## src/rtcc_map.svh

```systemverilog
`ifndef RTCC_MAP_SVH
`define RTCC_MAP_SVH

// register indices; byte address on the bus is four times the index
`define RTCC_IDX_SNAP0 6'h00
`define RTCC_IDX_SNAP3 6'h03
`define RTCC_IDX_CTRL 6'h04
`define RTCC_IDX_OSCCTL 6'h05
`define RTCC_IDX_ALARM0 6'h08
`define RTCC_IDX_ALARM3 6'h0B

// clock_control field positions
`define RTCC_BIT_OSC_EN 7
`define RTCC_BIT_MCD_EN 6
`define RTCC_BIT_FAIL 5
`define RTCC_BIT_RUN 4
`define RTCC_BIT_ALARM_EN 3
`define RTCC_BIT_ALARM_AR 2
`define RTCC_BIT_LOAD 1
`define RTCC_BIT_SNAP 0

// oscillator_control field positions
`define RTCC_BIT_AGC 7
`define RTCC_BIT_CRYSTAL_MODE_SELECT 6
`define RTCC_BIT_BIAS2 5

// reset values
`define RTCC_CTRL_RESET 8'h00
`define RTCC_OSCCTL_RESET 3'h0
`define RTCC_BYTE_RESET 8'h00

// bus responses
`define RTCC_RESP_OKAY 2'h0
`define RTCC_RESP_SLVERR 2'h2

// missing clock timeout: time in ns, clock period in ns, cycles rounded down
`define RTCC_MCD_TIME_NS 100000
`define RTCC_CLK_PERIOD_NS 100
`define RTCC_MCD_CYCLES (`RTCC_MCD_TIME_NS / `RTCC_CLK_PERIOD_NS)

`endif

```

## src/rtcc_pkg.sv

```systemverilog
package rtcc_pkg;

	// clock_control as seen by software, msb first
	typedef struct packed {
		logic osc_enable;
		logic missing_clock_detect_enable;
		logic osc_fail_flag;
		logic timer_run;
		logic alarm_enable;
		logic alarm_flag_autoreset;
		logic timer_load_cmd;
		logic timer_snapshot_cmd;
	} rtcc_ctrl_type;

	// writable part of oscillator_control
	typedef struct packed {
		logic gain_control_enable;
		logic crystal_mode_select;
		logic bias_double_enable;
	} rtcc_oscctl_type;

endpackage

```

## src/rtcc_det_if.sv

```systemverilog
`timescale 1ns/1ps
interface rtcc_det_if;
	logic enable;
	logic osc_level;
	logic timeout;

	// detector side
	modport det (input enable, input osc_level, output timeout);
	// controller side
	modport ctl (output enable, output osc_level, input timeout);
endinterface

```

## src/rtcc_sync.sv

```systemverilog
`timescale 1ns/1ps
module rtcc_sync #(
	parameter int unsigned WIDTH = 1
) (
	// clock and reset
	input wire logic aclk,
	input wire logic aresetn,
	// asynchronous in, synchronous out
	input wire logic [WIDTH-1:0] d,
	output logic [WIDTH-1:0] q
);

	logic [WIDTH-1:0] meta_q;

	// two flops; the first feeds only the second
	always_ff @(posedge aclk)
	begin
		if (!aresetn)
		begin
			meta_q <= '0;
			q <= '0;
		end
		else
		begin
			meta_q <= d;
			q <= meta_q;
		end
	end

endmodule // rtcc_sync

```

## src/rtcc_mcd.sv

```systemverilog
`timescale 1ns/1ps
`include "rtcc_map.svh"
module rtcc_mcd #(
	parameter int unsigned TIMEOUT_CYCLES = `RTCC_MCD_CYCLES
) (
	// clock and reset
	input wire logic aclk,
	input wire logic aresetn,
	// detector link
	rtcc_det_if.det det
);

	localparam int unsigned CW = $clog2(TIMEOUT_CYCLES + 1);

	logic [CW-1:0] cnt_q;
	logic last_q;
	logic fired_q;
	logic pulse_q;

	// one-shot: fires once per stuck period, rearms on the next level change
	always_ff @(posedge aclk)
	begin
		if (!aresetn)
		begin
			cnt_q <= '0;
			last_q <= 1'b0;
			fired_q <= 1'b0;
			pulse_q <= 1'b0;
		end
		else
		begin
			last_q <= det.osc_level;
			pulse_q <= 1'b0;
			if (!det.enable || det.osc_level != last_q)
			begin
				cnt_q <= '0;
				fired_q <= 1'b0;
			end
			else if (cnt_q == CW'(TIMEOUT_CYCLES))
			begin
				pulse_q <= !fired_q; // RQ17
				fired_q <= 1'b1;
			end
			else
			begin
				cnt_q <= cnt_q + CW'(1);
			end
		end
	end

	assign det.timeout = pulse_q;

endmodule // rtcc_mcd

```

## src/rtcc_top.sv

```systemverilog
// Summary of operation
// RQ1 - control bit 7 enables the oscillator
// RQ2 - control bit 6 enables missing-clock detection
// RQ3 - detector timeout sets fail flag, software clears
// RQ4 - run bit counts timer, else holds value
// RQ5 - alarm enable gates alarm, write clears flag
// RQ6 - bit 2 reads the alarm event flag
// RQ7 - bit 2 write sets auto-reset, not flag
// RQ8 - alarm flag lasts at most one oscillator cycle; code keeps it set while the timer still matches
// RQ9 - load command self-clears when timer loaded
// RQ10 - snapshot command self-clears when timer copied
// RQ11 - oscillator bit 7 enables gain control
// RQ12 - oscillator bit 6 selects crystal mode
// RQ13 - oscillator bit 5 enables bias doubling
// RQ14 - oscillator bit 4 reports crystal valid
// RQ15 - oscillator bits 3:0 read zero, ignore writes
// RQ16 - control at index 4, oscillator at 5
// RQ17 - stuck oscillator over 100 us is timeout
// RQ18 - load copies bytes in, snapshot copies out
// RQ19 - alarm when timer equals compare value
// RQ20 - auto-reset zeroes timer one cycle after alarm
// RQ21 - oscillator and status cross domains safely
`timescale 1ns/1ps
`include "rtcc_map.svh"
module rtcc_top
	import rtcc_pkg::*;
#(
	parameter int unsigned MCD_TIMEOUT_CYCLES = `RTCC_MCD_CYCLES,
	parameter int unsigned TIMER_WIDTH = 32
) (
	// clock and reset
	input wire logic aclk,
	input wire logic aresetn,
	// axi4-lite write address
	input wire logic [7:0] awaddr,
	input wire logic [2:0] awprot,
	input wire logic awvalid,
	output logic awready,
	// axi4-lite write data
	input wire logic [31:0] wdata,
	input wire logic [3:0] wstrb,
	input wire logic wvalid,
	output logic wready,
	// axi4-lite write response
	output logic [1:0] bresp,
	output logic bvalid,
	input wire logic bready,
	// axi4-lite read address
	input wire logic [7:0] araddr,
	input wire logic [2:0] arprot,
	input wire logic arvalid,
	output logic arready,
	// axi4-lite read data
	output logic [31:0] rdata,
	output logic [1:0] rresp,
	output logic rvalid,
	input wire logic rready,
	// oscillator pins
	input wire logic osc_clk_in,
	input wire logic crystal_ok_in,
	output logic osc_enable,
	output logic missing_clock_detect_enable,
	output logic gain_control_enable,
	output logic crystal_mode_select,
	output logic bias_double_enable
);

	rtcc_ctrl_type ctrl_q;
	rtcc_oscctl_type oscctl_q;
	logic [7:0] snap_q [4];
	logic [7:0] alarm_q [4];
	logic [TIMER_WIDTH-1:0] timer_q;
	logic [TIMER_WIDTH-1:0] snap_word;
	logic [TIMER_WIDTH-1:0] alarm_word;
	logic autoreset_q;
	logic osc_prev_q;
	logic osc_s;
	logic crystal_valid;
	logic osc_rise;
	logic alarm_hit;
	logic wr_go;
	logic wr_ok;
	logic wr_byte;
	logic ctrl_wr;
	logic [5:0] wr_idx;
	logic [5:0] rd_idx;
	logic rd_ok;
	logic [7:0] rd_byte;
	logic bvalid_q;
	logic rvalid_q;
	logic [1:0] bresp_q;
	logic [1:0] rresp_q;
	logic [31:0] rdata_q;

	rtcc_det_if det_if ();

	// index is mapped when it names one of the ten byte registers
	function automatic logic idx_mapped(input logic [5:0] idx);
		return (idx <= `RTCC_IDX_OSCCTL) || (idx >= `RTCC_IDX_ALARM0 && idx <= `RTCC_IDX_ALARM3);
	endfunction

	// oscillator and crystal detector come from pins
	rtcc_sync #(
		.WIDTH(2)
	) u_pin_sync (
		.aclk(aclk),
		.aresetn(aresetn),
		.d({osc_clk_in, crystal_ok_in}),
		.q({osc_s, crystal_valid}) // RQ21
	);

	// missing clock detector; only watches a running, enabled oscillator
	assign det_if.enable = ctrl_q.missing_clock_detect_enable && ctrl_q.osc_enable; // RQ2
	assign det_if.osc_level = osc_s;

	rtcc_mcd #(
		.TIMEOUT_CYCLES(MCD_TIMEOUT_CYCLES)
	) u_mcd (
		.aclk(aclk),
		.aresetn(aresetn),
		.det(det_if.det)
	);

	// oscillator edge: every slow-domain action happens on this one pulse
	always_ff @(posedge aclk)
	begin
		if (!aresetn)
		begin
			osc_prev_q <= 1'b0;
		end
		else
		begin
			osc_prev_q <= osc_s;
		end
	end

	assign osc_rise = osc_s && !osc_prev_q && ctrl_q.osc_enable; // RQ21

	// pin outputs straight from the control registers
	assign osc_enable = ctrl_q.osc_enable; // RQ1
	assign missing_clock_detect_enable = ctrl_q.missing_clock_detect_enable;
	assign gain_control_enable = oscctl_q.gain_control_enable; // RQ11
	assign crystal_mode_select = oscctl_q.crystal_mode_select; // RQ12
	assign bias_double_enable = oscctl_q.bias_double_enable; // RQ13

	// write decode: address and data are taken together in one cycle
	assign wr_go = awvalid && wvalid && !bvalid_q;
	assign awready = wr_go;
	assign wready = wr_go;
	assign wr_idx = awaddr[7:2];
	assign wr_ok = awaddr[1:0] == 2'h0 && idx_mapped(wr_idx);
	assign wr_byte = wr_go && wr_ok && wstrb[0];
	assign ctrl_wr = wr_byte && wr_idx == `RTCC_IDX_CTRL; // RQ16

	// words seen by the slow logic
	assign snap_word = {snap_q[3], snap_q[2], snap_q[1], snap_q[0]};
	assign alarm_word = {alarm_q[3], alarm_q[2], alarm_q[1], alarm_q[0]};
	assign alarm_hit = ctrl_q.alarm_enable && timer_q == alarm_word; // RQ19

	// plain control bits
	always_ff @(posedge aclk)
	begin
		if (!aresetn)
		begin
			ctrl_q.osc_enable <= 1'(`RTCC_CTRL_RESET >> `RTCC_BIT_OSC_EN);
			ctrl_q.missing_clock_detect_enable <= 1'b0;
			ctrl_q.timer_run <= 1'b0;
			ctrl_q.alarm_enable <= 1'b0;
			autoreset_q <= 1'b0;
		end
		else if (ctrl_wr)
		begin
			ctrl_q.osc_enable <= wdata[`RTCC_BIT_OSC_EN]; // RQ1
			ctrl_q.missing_clock_detect_enable <= wdata[`RTCC_BIT_MCD_EN]; // RQ2
			ctrl_q.timer_run <= wdata[`RTCC_BIT_RUN]; // RQ4
			ctrl_q.alarm_enable <= wdata[`RTCC_BIT_ALARM_EN]; // RQ5
			autoreset_q <= wdata[`RTCC_BIT_ALARM_AR]; // RQ7
		end
	end

	// fail flag: writing 0 clears, a timeout in the same cycle wins
	always_ff @(posedge aclk)
	begin
		if (!aresetn)
		begin
			ctrl_q.osc_fail_flag <= 1'b0;
		end
		else if (det_if.timeout)
		begin
			ctrl_q.osc_fail_flag <= 1'b1; // RQ3
		end
		else if (ctrl_wr && !wdata[`RTCC_BIT_FAIL])
		begin
			ctrl_q.osc_fail_flag <= 1'b0; // RQ3
		end
	end

	// alarm flag: refreshed every oscillator cycle, so it only outlives one while the timer still matches
	always_ff @(posedge aclk)
	begin
		if (!aresetn)
		begin
			ctrl_q.alarm_flag_autoreset <= 1'b0;
		end
		else if (osc_rise)
		begin
			ctrl_q.alarm_flag_autoreset <= alarm_hit; // RQ8
		end
		else if (ctrl_wr)
		begin
			ctrl_q.alarm_flag_autoreset <= 1'b0; // RQ5
		end
	end

	// command bits: set by software, cleared on the oscillator edge that does the work
	always_ff @(posedge aclk)
	begin
		if (!aresetn)
		begin
			ctrl_q.timer_load_cmd <= 1'b0;
			ctrl_q.timer_snapshot_cmd <= 1'b0;
		end
		else
		begin
			if (ctrl_wr && wdata[`RTCC_BIT_LOAD])
			begin
				ctrl_q.timer_load_cmd <= 1'b1; // RQ9
			end
			else if (osc_rise)
			begin
				ctrl_q.timer_load_cmd <= 1'b0; // RQ9
			end
			if (ctrl_wr && wdata[`RTCC_BIT_SNAP])
			begin
				ctrl_q.timer_snapshot_cmd <= 1'b1; // RQ10
			end
			else if (osc_rise)
			begin
				ctrl_q.timer_snapshot_cmd <= 1'b0; // RQ10
			end
		end
	end

	// oscillator control; status and low nibble are not stored at all
	always_ff @(posedge aclk)
	begin
		if (!aresetn)
		begin
			oscctl_q <= `RTCC_OSCCTL_RESET;
		end
		else if (wr_byte && wr_idx == `RTCC_IDX_OSCCTL)
		begin
			oscctl_q <= wdata[`RTCC_BIT_AGC:`RTCC_BIT_BIAS2]; // RQ15
		end
	end

	// timer: load beats auto-reset beats counting
	always_ff @(posedge aclk)
	begin
		if (!aresetn)
		begin
			timer_q <= '0;
		end
		else if (osc_rise)
		begin
			if (ctrl_q.timer_load_cmd)
			begin
				timer_q <= snap_word; // RQ18
			end
			else if (autoreset_q && ctrl_q.alarm_flag_autoreset)
			begin
				timer_q <= '0; // RQ20
			end
			else if (ctrl_q.timer_run)
			begin
				timer_q <= timer_q + TIMER_WIDTH'(1); // RQ4
			end
		end
	end

	// snapshot bytes: a finishing capture overrides a software write
	always_ff @(posedge aclk)
	begin
		if (!aresetn)
		begin
			for (int i = 0; i < 4; i++)
			begin
				snap_q[i] <= `RTCC_BYTE_RESET;
			end
		end
		else if (osc_rise && ctrl_q.timer_snapshot_cmd)
		begin
			for (int i = 0; i < 4; i++)
			begin
				snap_q[i] <= timer_q[i*8 +: 8]; // RQ18
			end
		end
		else if (wr_byte && wr_idx <= `RTCC_IDX_SNAP3)
		begin
			snap_q[wr_idx[1:0]] <= wdata[7:0];
		end
	end

	// alarm compare bytes
	always_ff @(posedge aclk)
	begin
		if (!aresetn)
		begin
			for (int i = 0; i < 4; i++)
			begin
				alarm_q[i] <= `RTCC_BYTE_RESET;
			end
		end
		else if (wr_byte && wr_idx >= `RTCC_IDX_ALARM0 && wr_idx <= `RTCC_IDX_ALARM3)
		begin
			alarm_q[wr_idx[1:0]] <= wdata[7:0];
		end
	end

	// write response; unmapped or misaligned addresses get slverr
	always_ff @(posedge aclk)
	begin
		if (!aresetn)
		begin
			bvalid_q <= 1'b0;
			bresp_q <= `RTCC_RESP_OKAY;
		end
		else if (wr_go)
		begin
			bvalid_q <= 1'b1;
			bresp_q <= wr_ok ? `RTCC_RESP_OKAY : `RTCC_RESP_SLVERR;
		end
		else if (bready)
		begin
			bvalid_q <= 1'b0;
		end
	end

	// read mux
	assign rd_idx = araddr[7:2];
	assign rd_ok = araddr[1:0] == 2'h0 && idx_mapped(rd_idx);

	always_comb
	begin
		rd_byte = 8'h00;
		if (rd_idx <= `RTCC_IDX_SNAP3)
		begin
			rd_byte = snap_q[rd_idx[1:0]];
		end
		else if (rd_idx == `RTCC_IDX_CTRL)
		begin
			rd_byte = ctrl_q; // RQ6
		end
		else if (rd_idx == `RTCC_IDX_OSCCTL)
		begin
			rd_byte = {oscctl_q, crystal_valid, 4'h0}; // RQ14 RQ15
		end
		else if (rd_idx >= `RTCC_IDX_ALARM0 && rd_idx <= `RTCC_IDX_ALARM3)
		begin
			rd_byte = alarm_q[rd_idx[1:0]];
		end
	end

	// read channel; one read outstanding, answer one cycle after the address
	assign arready = !rvalid_q;

	always_ff @(posedge aclk)
	begin
		if (!aresetn)
		begin
			rvalid_q <= 1'b0;
			rresp_q <= `RTCC_RESP_OKAY;
			rdata_q <= 32'h00000000;
		end
		else if (arvalid && !rvalid_q)
		begin
			rvalid_q <= 1'b1;
			rresp_q <= rd_ok ? `RTCC_RESP_OKAY : `RTCC_RESP_SLVERR;
			rdata_q <= rd_ok ? {24'h000000, rd_byte} : 32'h00000000;
		end
		else if (rready)
		begin
			rvalid_q <= 1'b0;
		end
	end

	assign bvalid = bvalid_q;
	assign bresp = bresp_q;
	assign rvalid = rvalid_q;
	assign rresp = rresp_q;
	assign rdata = rdata_q;

endmodule // rtcc_top

```

## config.mk

```make
export PLATFORM = sky130hd
export DESIGN_NAME = rtcc_top
export DESIGN_NICKNAME = d
export VERILOG_FILES = /design/src/rtcc_pkg.sv /design/src/rtcc_det_if.sv /design/src/rtcc_sync.sv /design/src/rtcc_mcd.sv /design/src/rtcc_top.sv
export VERILOG_INCLUDE_DIRS = /design/src
export SDC_FILE = /design/constraint.sdc
export NUM_CORES = 1
export LEC_CHECK = 0
export ABC_AREA = 1
export BUFFER_PORTS_ARGS = -buffer_cell sky130_fd_sc_hd__buf_2
export CAP_MARGIN = 10
export CORE_MARGIN = 2
export CORE_UTILIZATION = 40
export DETAILED_ROUTE_END_ITERATION = 10
export PLACE_DENSITY_LB_ADDON = 0.2
export SKIP_LAST_GASP = 1
export SLEW_MARGIN = 20
export SYNTH_ARGS = -nofsm -noshare
export SYNTH_HDL_FRONTEND = slang
export SYNTH_HIERARCHICAL = 1
export SYNTH_SLANG_ARGS = --single-unit
```

## constraint.sdc

```tcl
create_clock -name aclk -period 4.1 [get_ports aclk]
set_input_delay 0.41 -clock aclk [delete_from_list [all_inputs] [get_ports aclk]]
set_output_delay 0.41 -clock aclk [all_outputs]
set_load 0.05 [all_outputs]
```

# ---- Word-level counts from Yosys, hierarchy flattened
# Memory sizes are Yosys's and may differ from the RTL's.
# Cells that the tools add are included.
dict set report word_totals {
  ram_bits 64
  output_inout_bits 46
  ff_bits 99
  elab_cells 137
  n_memories 2
}
dict set report classes {
  n_lt_le_gt_ge 8
  add_sub_neg 2
  n_bitwise 6
  reduce_logical 46
  n_eq_ne 7
  mux 42
}
# name words word_bits read_ports rd_ports_with_merged_regs write_ports line
set memory_table {}
lappend memory_table {alarm_q 4 8 5 0 4 rtcc_top.sv:71} ;# logic [7:0] alarm_q [4];
lappend memory_table {snap_q 4 8 5 0 4 rtcc_top.sv:70} ;# logic [7:0] snap_q [4];
# op count
set ops {}
lappend ops {{$mux 32} 3}
lappend ops {{$mux 8} 11}
lappend ops {{$add 32x1->32 const B} 1}
lappend ops {{$eq 32x32->1} 1}
lappend ops {{$eq 6x3->1 const B} 4}
lappend ops {{$mux 1} 24}
lappend ops {{$logic_and 1x1->1} 23}
lappend ops {{$reduce_or 8->1} 2}
lappend ops {{$ge 6x4->1 const B} 2}
lappend ops {{$le 6x2->1 const B} 2}
lappend ops {{$le 6x3->1 const B} 2}
lappend ops {{$le 6x4->1 const B} 2}
lappend ops {{$reduce_bool 2->1} 6}
lappend ops {{$add 10x1->10 const B} 1}
lappend ops {{$eq 10x10->1 const B} 1}
lappend ops {{$mux 2} 4}
lappend ops {{$logic_not 1->1} 6}
lappend ops {{$logic_not 2->1} 2}
lappend ops {{$or 1x1->1} 4}
lappend ops {{$logic_or 1x1->1} 3}
lappend ops {{$reduce_bool 3->1} 1}
lappend ops {{$reduce_or 3->1} 1}
lappend ops {{$not 1->1} 2}
lappend ops {{$reduce_and 2->1} 1}
lappend ops {{2 further kinds} 2}

# ---- Depth between registers and ports, before layout
dict set report depth {
  ltp_word 13
  mapped_depth 11
  ltp_nobuf 10
}

# ---- By module
# Netlist, hierarchy kept.
# mod cells_each seq_area_each_um2 area_each_um2 instances
set by_module_without_submodules {}
lappend by_module_without_submodules {rtcc_top 1080 3062.9 7397.1 1}
lappend by_module_without_submodules {rtcc_mcd 101 260.2 683.2 1}
lappend by_module_without_submodules {rtcc_sync 12 80.1 110.1 1}

# ---- Worst setup path after synthesis
# No wires, ideal clock.
dict set report synth_path {
  path_type {reg2reg}
  from {register bvalid_q (netlist: bvalid)}
  to {memory alarm_q[1][0] (enable)}
  path_stages_with_launch 8
  slack_ns 1.597
  setup_ns 0.384
  arrival_ns 2.119
  required_time_ns 3.716
  path_cell_list {dfxtp_1 -> nor2_4 -> nand3_2 -> a21oi_4 -> nand2_4 -> inv_1 -> nand2_2 -> o21ai_0}
}
# item line
set synth_rtl {}
lappend synth_rtl {{start: declaration} rtcc_top.sv:89} ;# logic bvalid_q;
lappend synth_rtl {{start signal: assignment} rtcc_top.sv:325} ;# bvalid_q <= 1'b0;
lappend synth_rtl {{start signal: assignment} rtcc_top.sv:330} ;# bvalid_q <= 1'b1;
lappend synth_rtl {{start signal: assignment} rtcc_top.sv:335} ;# bvalid_q <= 1'b0;
lappend synth_rtl {{end: declaration} rtcc_top.sv:71}

# ---- Worst setup path in the final report
dict set report layout_path {
  from {input araddr[2]}
  to {register rdata_q[6] (netlist: rdata[6])}
}
dict set report layout_via {
  elab_chain_len 7
}
# item line
set layout_rtl {}
lappend layout_rtl {{start: declaration} rtcc_top.sv:49} ;# input wire logic [7:0] araddr,
lappend layout_rtl {{$ge 6x4->1 (no source line) / $le 6x4->1 (equally long branches)} --}
lappend layout_rtl {{$logic_and 1x1->1 (no source line)} --}
lappend layout_rtl {{$mux 8} rtcc_top.sv:358} ;# else if (rd_idx >= `RTCC_IDX_ALARM0 && rd_idx <= `RTCC_IDX_ALARM3)
lappend layout_rtl {{$mux 8} rtcc_top.sv:354} ;# else if (rd_idx == `RTCC_IDX_OSCCTL)
lappend layout_rtl {{$mux 8} rtcc_top.sv:350} ;# else if (rd_idx == `RTCC_IDX_CTRL)
lappend layout_rtl {{$mux 8} rtcc_top.sv:346} ;# if (rd_idx <= `RTCC_IDX_SNAP3)
lappend layout_rtl {{$mux 8 (*)} rtcc_top.sv:379} ;# rdata_q <= rd_ok ? {24'h000000, rd_byte} : 32'h00000000;
lappend layout_rtl {{end signal: assignment} rtcc_top.sv:379}
lappend layout_rtl {{end: declaration} rtcc_top.sv:93} ;# logic [31:0] rdata_q;
# Every way passes the cells marked *; elsewhere a longest branch is shown, timed or not.
# A chain may end at the register's enable or synchronous reset.

==> results.py <==
metrics = {
    "global_routing": {
        "antenna_found_initial": 1,
        "grt_pass1_wl_mm": 40.7,
        "grt_usage_pct": 24.9,
        "grt_max_degree": 56,
        "grt_pass1_vias": 7035,
        "gr-total-overflow": 0,
    },
    "floorplan": {
        "fp.dieH_um": 147,
        "start_util_pct": 40.6,
        "io_pins": 113,
        "rows": 52,
        "die_w_um": 147,
        "core_mm2": 0.0202,
        "die_area_mm2": 0.0216,
    },
    "finish": {
        "nets": 1298,
        "final_layout_size_suffix_gt1_share_pct": 10.4,
        "n_antenna_cell": 0,
        "post-route-cell-area_mm2": 0.00917,
        "synthToLayoutAreaGrowth_pct": 11.9,
    },
    "clock_tree": {
        "numCtsBuffers": 17,
        "post-cts-setup-buffers": 0,
        "numClockSinks": 138,
        "clk_pin_slew_worst_paths_ns": 0.06,
        "clkLatencyLatePin_ns": 0.43,
        "cts_hold_buf": 0,
        "clockBufferDepth": 2,
        "cts-htree-levels": 4,
        "cts.repair.resized": 0,
        "ctsRootBufferMaster": "clkbuf_16",
        "cts_tree": "done",
    },
    "synth": {
        "synth_most_common_cell": "nand2_1",
        "async_flop_share_pct": 0,
        "netlist_instances": 1193,
        "synth_top_cell_area_share_pct": 23.5,
        "synth-edff-count": 64,
        "syn_area_mm2": 0.00819,
        "yosysUniqueCellTypes": 41,
        "ys_ff_latch": 138,
        "dominantRegCellSynth": "dfxtp_1",
        "synth_area_leaders": "edfxtp_1 (23%), dfxtp_1 (18%), nand2_1 (16%)",
        "syn_avg_cell_area_um2": 6.87,
        "synth_warnings": 6,
        "ys_seq_area_share_pct": 41.6,
        "yosysTopAreaCell": "edfxtp_1",
        "synth_commonest_cells": "nand2_1 (349), nor2_1 (144), inv_1 (130)",
    },
    "job": {
        "drv_cap": 0,
    },
    "setup_path": {
        "path_class": "in -> reg",
        "cp.arrival_ns": 2.87,
        "worstRegToRegCells": 7,
        "end_kind": "flip-flop",
        "cp_max_fo": 24,
        "startpoint_type": "primary input",
        "required_ns": 4.44,
    },
    "detailed_routing": {
        "num_vias": 7825,
        "drtPass1Iterations": 8,
        "routed_wirelength_mm": 26.4,
        "drt-initial-drc-count": 626,
        "ant_nets": 0,
        "wire_per_inst_um": 17.5,
        "drcViolationCount": 0,
        "via_per_inst": 5.18,
    },
    "run_status": {
        "status": "complete, no violations",
    },
    "sta": {
        "setup_tns_ns": 0,
        "hold_viol": 0,
        "fin_skew_ns": 0.00818,
        "setup_viol": 0,
        "period_minus_slack_ns": 2.52,
        "rsz0062_at_grt": "false",
        "fin_crit_sh_pct": 61.6,
        "tightestPinTransition_ns": 1.03,
        "drv_slew": 0,
        "timing.slew.headroom_pct": 30.7,
        "max_clock_freq_ghz": 0.396,
    },
    "placement": {
        "hpwl_mm": 18.6,
        "gp_congestion": 0.932,
        "io_buffers": 53,
        "place_area_mm2": 0.00855,
    },
    "power": {
        "peakVddDrop_mv": 0.289,
        "pwr_density_cell_mw_per_mm2": 362,
        "power.leakage_uw": 0.00394,
        "finalPower_uw": 3320,
    },
    "worst_hold_path": {
        "hold_path.class": "in -> reg",
        "hold_depth": 3,
    },
}
[area by class of cell]
class	count	area (um^2)
flip-flops and latches	138	3400
clock buffers	25	571
repair buffers	63	340
inverters	135	507
well taps	270	338
multi-input cells	873	3970
fillers	2142	11000
clock inverters	6	41.3
[stage by stage]
stage	utilization, %	worst slack (ns)	hold WS [ns]	std cells
after detailed placement	42.4	1.20	0.409	1479
after global placement	42.4	1.25	0.402	1479
after global routing	45.4	1.33	0.153	1510
after floorplan	-	1.60	0.386	1218
after CTS	45.4	1.65	0.147	1510
final	45.4	1.58	0.156	1510
[worst paths after layout]
path,start,endpoint,slack [ns]
max reg2reg,bvalid,snap_q[1][5],1.74
max,araddr[2],rdata[6],1.58
min reg2reg,u_pin_sync/meta_q[1],u_pin_sync/q[1],0.42
min,osc_clk_in,u_pin_sync/meta_q[1],0.16
[layout by cell type (no fill, tap or decap), types with 4 or more instances in the layout]
cell type,n
a31oi_1,7
nand4_1,18
nor3_1,8
edfxtp_1,64
clkinv_1,4
nor2_1,143
dfxtp_1,74
nand2_2,11
or2_2,4
buf_4,10
xor2_1,10
conb_1,26
xnor2_1,5
o21ai_0,65
nand3_1,103
buf_2,53
nand2_1,349
inv_1,130
clkbuf_16,21
a21oi_1,92
nor2_2,7
[power breakdown]
group          switching, uW  total [uW]  internal [uW]
Sequential              17.3        1480           1460
Clock                    619        1590            968
Combinational            204         251           46.8
Total                    840        3320           2480
[cell families (layout without fill, tap and decap cells)]
group | count (synthesis) | count (layout) | synth area share (%)
flops | 138 | 138 | 41.6
fa+ha+maj | 3 | 3 | 0.458
xor+xnor | 15 | 15 | 1.60
compound gates | 176 | 176 | 11.4
buf+inv | 207 | 229 | 11.2
simple gates | 653 | 653 | 33.8
other cells | 1 | 26 | 0.0458
[metal layers]
metal	vias to the layer above	share of wire, %	global-route usage, %
met2	346	44	37.9
met3	40	8.4	4.75
li1	3851	-	-
met4	2	3.1	9.18
met5	-	0.049	0
met1	3586	45	35.2
[worst max-delay path: stages]
cell and delay, ns:
buf_2 0.37, inv_1 0.36, nor2_2 0.86, nand3_1 0.14
nor2_1 0.28, nand2_1 0.09, nand4_1 0.14, nand2_1 0.08
a21oi_1 0.12
[sequential cells by signal, indices dropped and copies added, names as in the netlist]
| register | count |
|---|---|
| missing_clock_detect_enable | 1 |
| rresp | 1 |
| u_mcd/fired_q | 1 |
| rvalid | 1 |
| alarm_q | 32 |
| snap_q | 32 |
| u_mcd/cnt_q | 10 |
| u_pin_sync/meta_q | 2 |
| bresp | 1 |
| osc_prev_q | 1 |
| u_mcd/last_q | 1 |
| u_pin_sync/q | 2 |
| crystal_mode_select | 1 |
| ctrl_q | 6 |
| rdata | 8 |
| gain_control_enable | 1 |
| autoreset_q | 1 |
| u_mcd/det.timeout | 1 |
| bias_double_enable | 1 |
| osc_enable | 1 |
| timer_q | 32 |
| bvalid | 1 |
Note: power is estimated with default switching activity, not from simulation.
